File: src/cpu_regs_pkg.sv
package cpu_regs_pkg;

// ------------------------------------------------------------
// register file geometry
// ------------------------------------------------------------
localparam int INT_REGS = 32;
localparam int FP_REGS = 32;
localparam int WORD_W = 32;
localparam int FP_LANES = 4;

// ------------------------------------------------------------
// operand sizes
// ------------------------------------------------------------
typedef enum logic [1:0] {
    SZ_BYTE = 2'h0,
    SZ_HALF = 2'h1,
    SZ_WORD = 2'h2
} mem_size_t;

typedef enum logic [1:0] {
    FP_32 = 2'h0,
    FP_64 = 2'h1,
    FP_128 = 2'h2
} fp_size_t;

localparam logic [1:0] PIX_8 = 2'h0;
localparam logic [1:0] PIX_16 = 2'h1;
localparam logic [1:0] PIX_32 = 2'h2;

// ------------------------------------------------------------
// floating-point field decode
// ------------------------------------------------------------
localparam int SP_SIGN = 31;
localparam int SP_EXP_LO = 23;
localparam int SP_EXP_W = 8;
localparam logic [7:0] SP_EXP_MAX = 8'hff;
localparam int DP_SIGN = 63;
localparam int DP_EXP_LO = 52;
localparam int DP_EXP_W = 11;
localparam logic [10:0] DP_EXP_MAX = 11'h7ff;

// ------------------------------------------------------------
// processor state word layout
// ------------------------------------------------------------
localparam int PSW_LOAD_MATCH = 0;
localparam int PSW_STORE_MATCH = 1;
localparam int PSW_COND = 2;
localparam int PSW_LOOP = 3;
localparam int PSW_IRQ_EN = 4;
localparam int PSW_PRIOR_IRQ = 5;
localparam int PSW_USER = 6;
localparam int PSW_PRIOR_USER = 7;
localparam int PSW_EXT_IRQ = 8;
localparam int PSW_OPCODE_TRAP = 9;
localparam int PSW_FETCH_TRAP = 10;
localparam int PSW_OPERAND_TRAP = 11;
localparam int PSW_FP_TRAP = 12;
localparam int PSW_DEFER_SWAP = 13;
localparam int PSW_DUAL = 14;
localparam int PSW_SKIP_FP = 15;
localparam int PSW_SHIFT_LO = 17;
localparam int PSW_SHIFT_W = 5;
localparam int PSW_PIX_LO = 22;
localparam int PSW_MASK_LO = 24;
localparam int PSW_MASK_W = 8;
localparam logic [31:0] PSW_RESET = 32'h0000_0000;
localparam logic [31:0] PSW_USER_WMASK = 32'h0000_000c;
localparam logic [31:0] PSW_RSVD_MASK = 32'h0001_0000;
localparam logic [31:0] WATCH_RESET = 32'h0000_0000;

endpackage

File: src/regfile_mem.sv
`timescale 1ns/1ns
`default_nettype none

module regfile_mem #(
    parameter int WORDS = 32,
    parameter int LANES = 1,
    parameter int LANE_W = 32,
    parameter logic [LANES-1:0] ZERO_LANES = '0
) (
    input wire logic clk,
    input wire logic nrst,
    input wire logic wr_en,
    input wire logic [$clog2(WORDS)-1:0] wr_addr,
    input wire logic [LANES-1:0] wr_lane,
    input wire logic [LANES*LANE_W-1:0] wr_data,
    input wire logic [$clog2(WORDS)-1:0] rd_addr,
    output logic [LANES*LANE_W-1:0] rd_data
);

generate
    if (WORDS < 2 || LANES < 1 || LANE_W < 1) begin : g_bad
        $error("regfile_mem: unsupported geometry");
    end
endgenerate

logic [LANES*LANE_W-1:0] mem [WORDS];

// ------------------------------------------------------------
// lane-masked write
// ------------------------------------------------------------
always_ff @(posedge clk) begin
    for (int l = 0; l < LANES; l++) begin
        if (wr_en && wr_lane[l]) begin
            mem[wr_addr][l*LANE_W +: LANE_W] <= wr_data[l*LANE_W +: LANE_W];
        end
    end
end

// ------------------------------------------------------------
// registered read, hardwired zero lanes in row 0
// ------------------------------------------------------------
always_ff @(posedge clk) begin
    if (!nrst) begin
        rd_data <= '0;
    end else begin
        for (int l = 0; l < LANES; l++) begin
            if (rd_addr == '0 && ZERO_LANES[l]) begin
                rd_data[l*LANE_W +: LANE_W] <= '0;
            end else begin
                rd_data[l*LANE_W +: LANE_W] <= mem[rd_addr][l*LANE_W +: LANE_W];
            end
        end
    end
end

endmodule

`default_nettype wire

File: src/cpu_register_set_status.sv
`timescale 1ns/1ns
`default_nettype none

module cpu_register_set_status (
    input wire logic clk,
    input wire logic nrst,
    input wire logic int_wr_en,
    input wire logic [4:0] int_wr_addr,
    input wire logic [1:0] int_wr_size,
    input wire logic [31:0] int_wr_data,
    input wire logic [4:0] int_rd_addr,
    output logic [31:0] int_rd_data,
    input wire logic store_req,
    input wire logic [1:0] store_size,
    output logic store_valid,
    output logic [31:0] store_data,
    input wire logic fp_wr_en,
    input wire logic [4:0] fp_wr_addr,
    input wire logic [1:0] fp_wr_size,
    input wire logic [127:0] fp_wr_data,
    input wire logic fp_rd_req,
    input wire logic [4:0] fp_rd_addr,
    input wire logic [1:0] fp_rd_size,
    input wire logic fp_rd_check,
    output logic fp_rd_valid,
    output logic [127:0] fp_rd_data,
    output logic fp_src_exc,
    input wire logic ctrl_wr_en,
    input wire logic ctrl_wr_sel,
    input wire logic [31:0] ctrl_wr_data,
    output logic [31:0] processor_state_word,
    output logic [31:0] watch_address_reg,
    output logic ctrl_wr_blocked,
    output logic privilege_user,
    input wire logic ext_irq_pin,
    input wire logic parity_err,
    input wire logic bus_fault_pin,
    output logic irq_request,
    input wire logic trap_take,
    input wire logic [3:0] trap_cause,
    input wire logic dual_mode_now,
    input wire logic mode_change_next,
    input wire logic trap_return,
    output logic resume_dual,
    output logic resume_swap,
    input wire logic fp_issue,
    input wire logic fp_issue_dual,
    output logic fp_kill,
    output logic fp_kill_dual,
    input wire logic rshift_exec,
    input wire logic [4:0] rshift_count,
    input wire logic acc_valid,
    input wire logic acc_write,
    input wire logic [1:0] acc_size,
    input wire logic [31:0] acc_addr,
    output logic acc_match_trap,
    input wire logic pix_store_req,
    output logic [7:0] pix_byte_en
);

// ------------------------------------------------------------
// integer register file
// ------------------------------------------------------------
logic [31:0] next_int_wr_data;
logic [31:0] int_mem_q;

always_comb begin
    case (int_wr_size)
        cpu_regs_pkg::SZ_BYTE: next_int_wr_data = {{24{int_wr_data[7]}},
            int_wr_data[7:0]};
        cpu_regs_pkg::SZ_HALF: next_int_wr_data = {{16{int_wr_data[15]}},
            int_wr_data[15:0]};
        default: next_int_wr_data = int_wr_data;
    endcase
end

regfile_mem #(
    .WORDS(cpu_regs_pkg::INT_REGS),
    .LANES(1),
    .LANE_W(cpu_regs_pkg::WORD_W),
    .ZERO_LANES(1'b1)
) u_int_file (
    .clk(clk),
    .nrst(nrst),
    .wr_en(int_wr_en),
    .wr_addr(int_wr_addr),
    .wr_lane(1'b1),
    .wr_data(next_int_wr_data),
    .rd_addr(int_rd_addr),
    .rd_data(int_mem_q)
);

assign int_rd_data = int_mem_q;

// ------------------------------------------------------------
// store truncation
// ------------------------------------------------------------
logic st_pend;
logic [1:0] st_size_q;

always_ff @(posedge clk) begin
    if (!nrst) begin
        st_pend <= 1'b0;
        st_size_q <= cpu_regs_pkg::SZ_WORD;
        store_valid <= 1'b0;
        store_data <= 32'h0000_0000;
    end else begin
        st_pend <= store_req;
        st_size_q <= store_size;
        store_valid <= st_pend;
        case (st_size_q)
            cpu_regs_pkg::SZ_BYTE: store_data <= {24'h00_0000,
                int_mem_q[7:0]};
            cpu_regs_pkg::SZ_HALF: store_data <= {16'h0000,
                int_mem_q[15:0]};
            default: store_data <= int_mem_q;
        endcase
    end
end

// ------------------------------------------------------------
// floating-point register file
// ------------------------------------------------------------
logic [3:0] fp_wr_lane;
logic [127:0] fp_wr_lanes;
logic [127:0] fp_mem_q;

always_comb begin
    case (fp_wr_size)
        cpu_regs_pkg::FP_32: begin
            fp_wr_lane = 4'h1 << fp_wr_addr[1:0];
            fp_wr_lanes = {4{fp_wr_data[31:0]}};
        end
        cpu_regs_pkg::FP_64: begin
            fp_wr_lane = fp_wr_addr[1] ? 4'hc : 4'h3;
            fp_wr_lanes = {2{fp_wr_data[63:0]}};
        end
        default: begin
            fp_wr_lane = 4'hf;
            fp_wr_lanes = fp_wr_data;
        end
    endcase
end

regfile_mem #(
    .WORDS(cpu_regs_pkg::FP_REGS / cpu_regs_pkg::FP_LANES),
    .LANES(cpu_regs_pkg::FP_LANES),
    .LANE_W(cpu_regs_pkg::WORD_W),
    .ZERO_LANES(4'h3)
) u_fp_file (
    .clk(clk),
    .nrst(nrst),
    .wr_en(fp_wr_en),
    .wr_addr(fp_wr_addr[4:2]),
    .wr_lane(fp_wr_lane),
    .wr_data(fp_wr_lanes),
    .rd_addr(fp_rd_addr[4:2]),
    .rd_data(fp_mem_q)
);

// ------------------------------------------------------------
// fp read formatting and source checks
// ------------------------------------------------------------
function automatic logic single_bad(input logic [31:0] v);
    logic [7:0] e;
    e = v[cpu_regs_pkg::SP_EXP_LO +: cpu_regs_pkg::SP_EXP_W];
    single_bad = (e == cpu_regs_pkg::SP_EXP_MAX) ||
        (e == 8'h00 && v[cpu_regs_pkg::SP_EXP_LO-1:0] != '0);
endfunction

function automatic logic double_bad(input logic [63:0] v);
    logic [10:0] e;
    e = v[cpu_regs_pkg::DP_EXP_LO +: cpu_regs_pkg::DP_EXP_W];
    double_bad = (e == cpu_regs_pkg::DP_EXP_MAX) ||
        (e == 11'h000 && v[cpu_regs_pkg::DP_EXP_LO-1:0] != '0);
endfunction

logic fp_pend;
logic fp_chk_q;
logic [1:0] fp_size_q;
logic [1:0] fp_lane_q;
logic [127:0] next_fp_rd;
logic next_fp_exc;

always_comb begin
    next_fp_rd = fp_mem_q;
    next_fp_exc = 1'b0;
    case (fp_size_q)
        cpu_regs_pkg::FP_32: begin
            next_fp_rd = {96'h0, fp_mem_q[fp_lane_q*32 +: 32]};
            next_fp_exc = single_bad(fp_mem_q[fp_lane_q*32 +: 32]);
        end
        cpu_regs_pkg::FP_64: begin
            next_fp_rd = {64'h0, fp_mem_q[fp_lane_q[1]*64 +: 64]};
            next_fp_exc = double_bad(fp_mem_q[fp_lane_q[1]*64 +: 64]);
        end
        default: begin
            next_fp_rd = fp_mem_q;
        end
    endcase
end

always_ff @(posedge clk) begin
    if (!nrst) begin
        fp_pend <= 1'b0;
        fp_chk_q <= 1'b0;
        fp_size_q <= cpu_regs_pkg::FP_32;
        fp_lane_q <= 2'h0;
        fp_rd_valid <= 1'b0;
        fp_rd_data <= '0;
        fp_src_exc <= 1'b0;
    end else begin
        fp_pend <= fp_rd_req;
        fp_chk_q <= fp_rd_check;
        fp_size_q <= fp_rd_size;
        fp_lane_q <= fp_rd_addr[1:0];
        fp_rd_valid <= fp_pend;
        fp_rd_data <= next_fp_rd;
        fp_src_exc <= fp_pend && fp_chk_q && next_fp_exc;
    end
end

// ------------------------------------------------------------
// watch address match
// ------------------------------------------------------------
logic [31:0] acc_cmp_mask;
logic acc_hit;

always_comb begin
    case (acc_size)
        2'h0: acc_cmp_mask = 32'hffff_ffff;
        2'h1: acc_cmp_mask = 32'hffff_fffe;
        2'h2: acc_cmp_mask = 32'hffff_fffc;
        default: acc_cmp_mask = 32'hffff_fff8;
    endcase
    acc_hit = acc_valid &&
        ((acc_addr & acc_cmp_mask) == (watch_address_reg & acc_cmp_mask)) &&
        (acc_write
            ? processor_state_word[cpu_regs_pkg::PSW_STORE_MATCH]
            : processor_state_word[cpu_regs_pkg::PSW_LOAD_MATCH]);
end

always_ff @(posedge clk) begin
    if (!nrst) begin
        acc_match_trap <= 1'b0;
    end else begin
        acc_match_trap <= acc_hit;
    end
end

// ------------------------------------------------------------
// interrupt gating
// ------------------------------------------------------------
logic ext_irq_gated;

assign ext_irq_gated = ext_irq_pin &&
    processor_state_word[cpu_regs_pkg::PSW_IRQ_EN];

always_ff @(posedge clk) begin
    if (!nrst) begin
        irq_request <= 1'b0;
    end else begin
        irq_request <= ext_irq_gated || parity_err || bus_fault_pin;
    end
end

// ------------------------------------------------------------
// control register writes
// ------------------------------------------------------------
logic user_mode;
logic psw_sw_wr;
logic [31:0] psw_wmask;

assign user_mode = processor_state_word[cpu_regs_pkg::PSW_USER];
assign psw_sw_wr = ctrl_wr_en && !ctrl_wr_sel;
assign psw_wmask = user_mode ? cpu_regs_pkg::PSW_USER_WMASK
    : ~cpu_regs_pkg::PSW_RSVD_MASK;

always_ff @(posedge clk) begin
    if (!nrst) begin
        watch_address_reg <= cpu_regs_pkg::WATCH_RESET;
    end else if (ctrl_wr_en && ctrl_wr_sel && !user_mode) begin
        watch_address_reg <= ctrl_wr_data;
    end
end

always_ff @(posedge clk) begin
    if (!nrst) begin
        ctrl_wr_blocked <= 1'b0;
        privilege_user <= 1'b0;
    end else begin
        ctrl_wr_blocked <= ctrl_wr_en && user_mode &&
            (ctrl_wr_sel || (ctrl_wr_data & ~psw_wmask) != '0);
        privilege_user <= user_mode;
    end
end

// ------------------------------------------------------------
// processor state word
// ------------------------------------------------------------
logic [31:0] next_psw;
logic any_trap_flag;
logic fp_killing;

assign any_trap_flag = processor_state_word[cpu_regs_pkg::PSW_EXT_IRQ] ||
    processor_state_word[cpu_regs_pkg::PSW_OPCODE_TRAP] ||
    processor_state_word[cpu_regs_pkg::PSW_FETCH_TRAP] ||
    processor_state_word[cpu_regs_pkg::PSW_OPERAND_TRAP] ||
    processor_state_word[cpu_regs_pkg::PSW_FP_TRAP];
assign fp_killing = fp_issue &&
    processor_state_word[cpu_regs_pkg::PSW_SKIP_FP];

always_comb begin
    next_psw = processor_state_word;
    if (psw_sw_wr) begin
        next_psw = (processor_state_word & ~psw_wmask) |
            (ctrl_wr_data & psw_wmask);
    end
    if (fp_killing) begin
        next_psw[cpu_regs_pkg::PSW_SKIP_FP] = 1'b0;
    end
    if (rshift_exec) begin
        next_psw[cpu_regs_pkg::PSW_SHIFT_LO +: cpu_regs_pkg::PSW_SHIFT_W] =
            rshift_count;
    end
    if (trap_return && any_trap_flag) begin
        next_psw[cpu_regs_pkg::PSW_IRQ_EN] =
            processor_state_word[cpu_regs_pkg::PSW_PRIOR_IRQ];
        next_psw[cpu_regs_pkg::PSW_USER] =
            processor_state_word[cpu_regs_pkg::PSW_PRIOR_USER];
    end
    if (trap_take) begin
        next_psw[cpu_regs_pkg::PSW_PRIOR_IRQ] =
            processor_state_word[cpu_regs_pkg::PSW_IRQ_EN];
        next_psw[cpu_regs_pkg::PSW_PRIOR_USER] =
            processor_state_word[cpu_regs_pkg::PSW_USER];
        next_psw[cpu_regs_pkg::PSW_IRQ_EN] = 1'b0;
        next_psw[cpu_regs_pkg::PSW_USER] = 1'b0;
        next_psw[cpu_regs_pkg::PSW_DUAL] = dual_mode_now;
        next_psw[cpu_regs_pkg::PSW_DEFER_SWAP] = mode_change_next;
    end
    // hardware sets win over a same-cycle software clear
    if (trap_cause[0] || fp_src_exc) begin
        next_psw[cpu_regs_pkg::PSW_FP_TRAP] = 1'b1;
    end
    if (trap_cause[1] || acc_match_trap) begin
        next_psw[cpu_regs_pkg::PSW_OPERAND_TRAP] = 1'b1;
    end
    if (trap_cause[2]) begin
        next_psw[cpu_regs_pkg::PSW_FETCH_TRAP] = 1'b1;
    end
    if (trap_cause[3]) begin
        next_psw[cpu_regs_pkg::PSW_OPCODE_TRAP] = 1'b1;
    end
    if (ext_irq_gated) begin
        next_psw[cpu_regs_pkg::PSW_EXT_IRQ] = 1'b1;
    end
end

always_ff @(posedge clk) begin
    if (!nrst) begin
        processor_state_word <= cpu_regs_pkg::PSW_RESET;
    end else begin
        processor_state_word <= next_psw;
    end
end

// ------------------------------------------------------------
// return mode and fp kill
// ------------------------------------------------------------
always_ff @(posedge clk) begin
    if (!nrst) begin
        resume_dual <= 1'b0;
        resume_swap <= 1'b0;
        fp_kill <= 1'b0;
        fp_kill_dual <= 1'b0;
    end else begin
        if (trap_return) begin
            resume_dual <= processor_state_word[cpu_regs_pkg::PSW_DUAL];
            resume_swap <=
                processor_state_word[cpu_regs_pkg::PSW_DEFER_SWAP];
        end
        fp_kill <= fp_killing;
        fp_kill_dual <= fp_killing && fp_issue_dual;
    end
end

// ------------------------------------------------------------
// masked pixel store byte enables
// ------------------------------------------------------------
logic [1:0] pix_width;
logic [7:0] pix_mask;
logic [7:0] next_pix_en;

assign pix_width = processor_state_word[cpu_regs_pkg::PSW_PIX_LO +: 2];
assign pix_mask =
    processor_state_word[cpu_regs_pkg::PSW_MASK_LO +: cpu_regs_pkg::PSW_MASK_W];

always_comb begin
    case (pix_width)
        cpu_regs_pkg::PIX_8: next_pix_en = pix_mask;
        cpu_regs_pkg::PIX_16: next_pix_en = {{2{pix_mask[3]}},
            {2{pix_mask[2]}}, {2{pix_mask[1]}}, {2{pix_mask[0]}}};
        cpu_regs_pkg::PIX_32: next_pix_en = {{4{pix_mask[1]}},
            {4{pix_mask[0]}}};
        default: next_pix_en = 8'h00;
    endcase
end

always_ff @(posedge clk) begin
    if (!nrst) begin
        pix_byte_en <= 8'h00;
    end else begin
        pix_byte_en <= pix_store_req ? next_pix_en : 8'h00;
    end
end

endmodule

`default_nettype wire

File: config.mk
export PLATFORM = sky130hd
export DESIGN_NAME = cpu_register_set_status
export DESIGN_NICKNAME = d
export VERILOG_FILES = /design/src/cpu_regs_pkg.sv /design/src/regfile_mem.sv /design/src/cpu_register_set_status.sv
export SDC_FILE = /design/constraint.sdc
export NUM_CORES = 2
export LEC_CHECK = 0
export BUFFER_PORTS_ARGS = -buffer_cell sky130_fd_sc_hd__buf_4
export CAP_MARGIN = 20
export CORE_MARGIN = 2
export CORE_UTILIZATION = 60
export DETAILED_ROUTE_END_ITERATION = 10
export GPL_TIMING_DRIVEN = 1
export PLACE_DENSITY = 0.84
export SLEW_MARGIN = 20
export SYNTH_ARGS = -nofsm -noshare
export SYNTH_HDL_FRONTEND = slang
export SYNTH_SLANG_ARGS = --single-unit
File: constraint.sdc
create_clock -name clk -period 3.58 [get_ports clk]
set_input_delay 0.716 -clock clk [delete_from_list [all_inputs] [get_ports clk]]
set_output_delay 0.716 -clock clk [all_outputs]
set_load 0.02 [all_outputs]
==> metrics.md <==
| Metric | Value |
|---|---|
| Status | complete, no violations |
| GRT Total Usage | a little over a third |
| Vias per cell | around 6.9 |
| Placed inst area | around 100000 um2 |
| CTS root buffer | clkbuf_16 |
| PortBufs | between 500 and 600 |
| Hold Slack | roughly 0.059 ns |
| Total global routing overflow | 0 |
| Count leader, synth | edfxtp_1 |
| Clock Latency Late Sink | 0.91 ns |
| RSZ-0062 raised after global routing | false |
| Die Area | 159000 um2 |
| Worst path required time | 4.20 ns |
| Period utilisation layout | around 90% |
| Maximum fanout along the worst path | 49 |
| Final Routed Wirelength | 288000 um |
| Final instance area | 109000 um2 |
| Worst vdd ir | ~0.00057 V |
| RR Startpoint | fp_lane_q[1] |
| Initial cell density of the core | 60.5% |
| Lkg Pwr | 37.7 nW |
| EDFF count, synth | 2048 |
| Fmax | ~300 MHz |
| DP Wirelength | between 150000 and 200000 um |
| Total CTS buffers | 225 |
| Synth top area share | 65.8% |
| Critical path type | flop to flop |
| Global-route wire length before repair | 399000 um |
| Reg area | between 60000 and 70000 um2 |
| CTS sink cnt | between 2000 and 2500 |
| Synthesized area | 93500 um2 |
| RR Endpoint | fp_src_exc |
| Rel. slew slack | roughly a quarter |
| Final Total Pwr | between 0.06 and 0.07 W |
| Reg2Reg Depth | 6 |
| Worst Hold Class | primary input to flop |
| Area of the multi-input gates | ~23000 um2 |
| Mapped Cells | ~5000 |
| Synth unique cells | 63 |
| Main area contributors after synthesis | edfxtp_1 66%, mux4_2 9.9%, dfxtp_1 8.8% |
| Routability cong. | slightly above 1 |
| Warnings, synthesis | 0 |
| Biggest regs | u_fp_file.mem x1024, u_int_file.mem x1024 |
| Max cap viols | 0 |
| Post-CTS resize count | 0 |
| Hold path cells | 2 |
| Worst reg2reg setup slack | 0.28 ns |
| CP arrival | 3.92 ns |
| Commonest cells in the netlist | 2048 x edfxtp_1, 425 x mux2i_1, 412 x mux4_2 |
| Fillers | 8725 |
| Final Hold Viols | 0 |
| Post-route ant nets | 0 |
| Antenna violations before repair | between 40 and 50 |
| Longest Clk Path Bufs | 3 |
| Die Span X | approximately 400 um |
| Slew @ Worst Pin | roughly 1.1 ns |
| Critical Path Start Type | flop |
| Min-Delay Endpoint | fp_pend |
| CTS clock-pin slew for the worst setup and hold paths | 0.07 ns |
| WL/cell | approximately 36 um |
| Post-synthesis sequential area ratio | around three quarters |
| Vias | ~55000 |
| CP Capture Type | flop |
| Area growth, synth to finish | 17.0% |
| Post-synth top area cell | edfxtp_1 |
| #FFs+latches synth | between 2000 and 2500 |
| TritonRoute pass-1 iters | 6 |
| Setup slack after layout | 0.277 ns |
| Final Max Slew Viols | 0 |
| Async S/R FF share, synth | 0% |
| I/O pins | 560 |
| # hold bufs at CTS | 4 |
| Core Footprint | roughly 150000 um2 |
| CTS tree | built |
| Nets | roughly 6000 |
| Vias in the first global route | 54300 |
| Post-route DRC | 0 |
| Setup TNS | 0 ns |
| Post-CTS setup buffer count | 0 |
| Synth Flop Type | edfxtp_1 |
| Share of cells above drive strength 1 | ~29% |
| H-tree Lvls | 4 |
| Synthesized area per cell | approximately 19 um2 |
| Hold path start | fp_rd_req |
| FP Rows | 144 |
| Worst Setup SP | fp_lane_q[1] |
| Pre-CTS WS | 0.532 ns |
| Die height | ~400 um |
| Clock skew | about 0.12 ns |
| Final setup viols | 0 |
| DRT iter0 DRCs | between 8000 and 9000 |
| Tmin final | approximately 3.3 ns |
| Pin count of the biggest net entering global routing | between 100 and 150 |
| Syn_nets | 5309 |
| PwrDens | around 570 nW/um2 |
[critical path, stage by stage, from the launching register on]
cell and delay [ns]:
dfxtp_4 0.69, buf_12 0.35, mux4_2 0.60, nor4_2 0.46, nand4_1 0.38, o2111ai_1 0.35, o311ai_1 0.19
[worst max path at each step]
stage,to,slack (ns)
global placement,fp_src_exc,0.54
detailed placement,fp_src_exc,0.53
global route,fp_src_exc,0.27
CTS,fp_src_exc,0.46
floorplan,u_fp_file.mem[3][100],0.28
finish,fp_src_exc,0.28
[stage by stage]
step / util (%) / cells
6_report: 70.8 / 7972
4_1_cts: 70.7 / 7951
2_1_floorplan: - / 5024
3_3_place_gp: 65.6 / 7515
3_5_place_dp: 65.6 / 7516
5_1_grt: 70.8 / 7967
[cells by family (layout without fill, tap and decap cells)]
kind of cell    Yosys count  count (layout)  share of synthesized area [%]
flops                  2459            2459                           74.6
mux                     905             905                           15.4
simple gates            726             726                           3.83
compound gates          581             581                           4.15
buf+inv                 320            1207                           1.75
xor+xnor                 32              32                          0.300
other cells               1              18                        0.00401
[area by class of cell]
cell class / instances / area share [%]
Tap cell: 2044 / 2.34
Timing Repair Buffer: 764 / 5.97
Clock inverter: 121 / 1.31
Sequential cell: 2459 / 63.7
Inverter: 12 / 0.0435
Clock buffer: 310 / 5.85
Antenna cell: 17 / 0.0389
Multi-Input combinational cell: 2245 / 20.7
[layout by cell type, fill, tap and decap left out, drive strengths merged, types with 4 or more instances in the layout]
cell type	count
nor2	256
nand2	174
nor3	9
clkinv	89
o21ai	78
nand4	16
xnor2	22
nor4	34
o221ai	129
inv	15
a21oi	157
bufinv	18
dfxtp	411
a31oi	7
mux2i	425
buf	759
o2bb2ai	5
a21o	25
o22ai	98
mux4	416
nand3	10
dlygate4sd3	4
or3b	37
a211oi	30
and3	82
a22o	32
clkbuf	311
or4	13
nand3b	8
clkinvlp	11
xor2	10
edfxtp	2048
diode	17
nor2b	5
mux2	64
a22oi	4
or3	34
nand2b	8
or2	6
and2	30
[power breakdown]
part	switching, W	leakage, nW	internal, W
sequential	0.000638	21.6	0.0319
combinational	0.00288	12.3	0.00174
clock	0.0110	3.81	0.0139
[per-layer routing]
layer / global-route usage (%) / up-vias / share of wire [%]
li1: - / 21600 / -
met1: 46.7 / 27700 / 34
met2: 55.2 / 4916 / 47
met3: 9.74 / 908 / 13
met4: 20.1 / 14 / 6.5
met5: 0 / - / 0.033
Note: power is estimated with default switching activity, not from simulation.
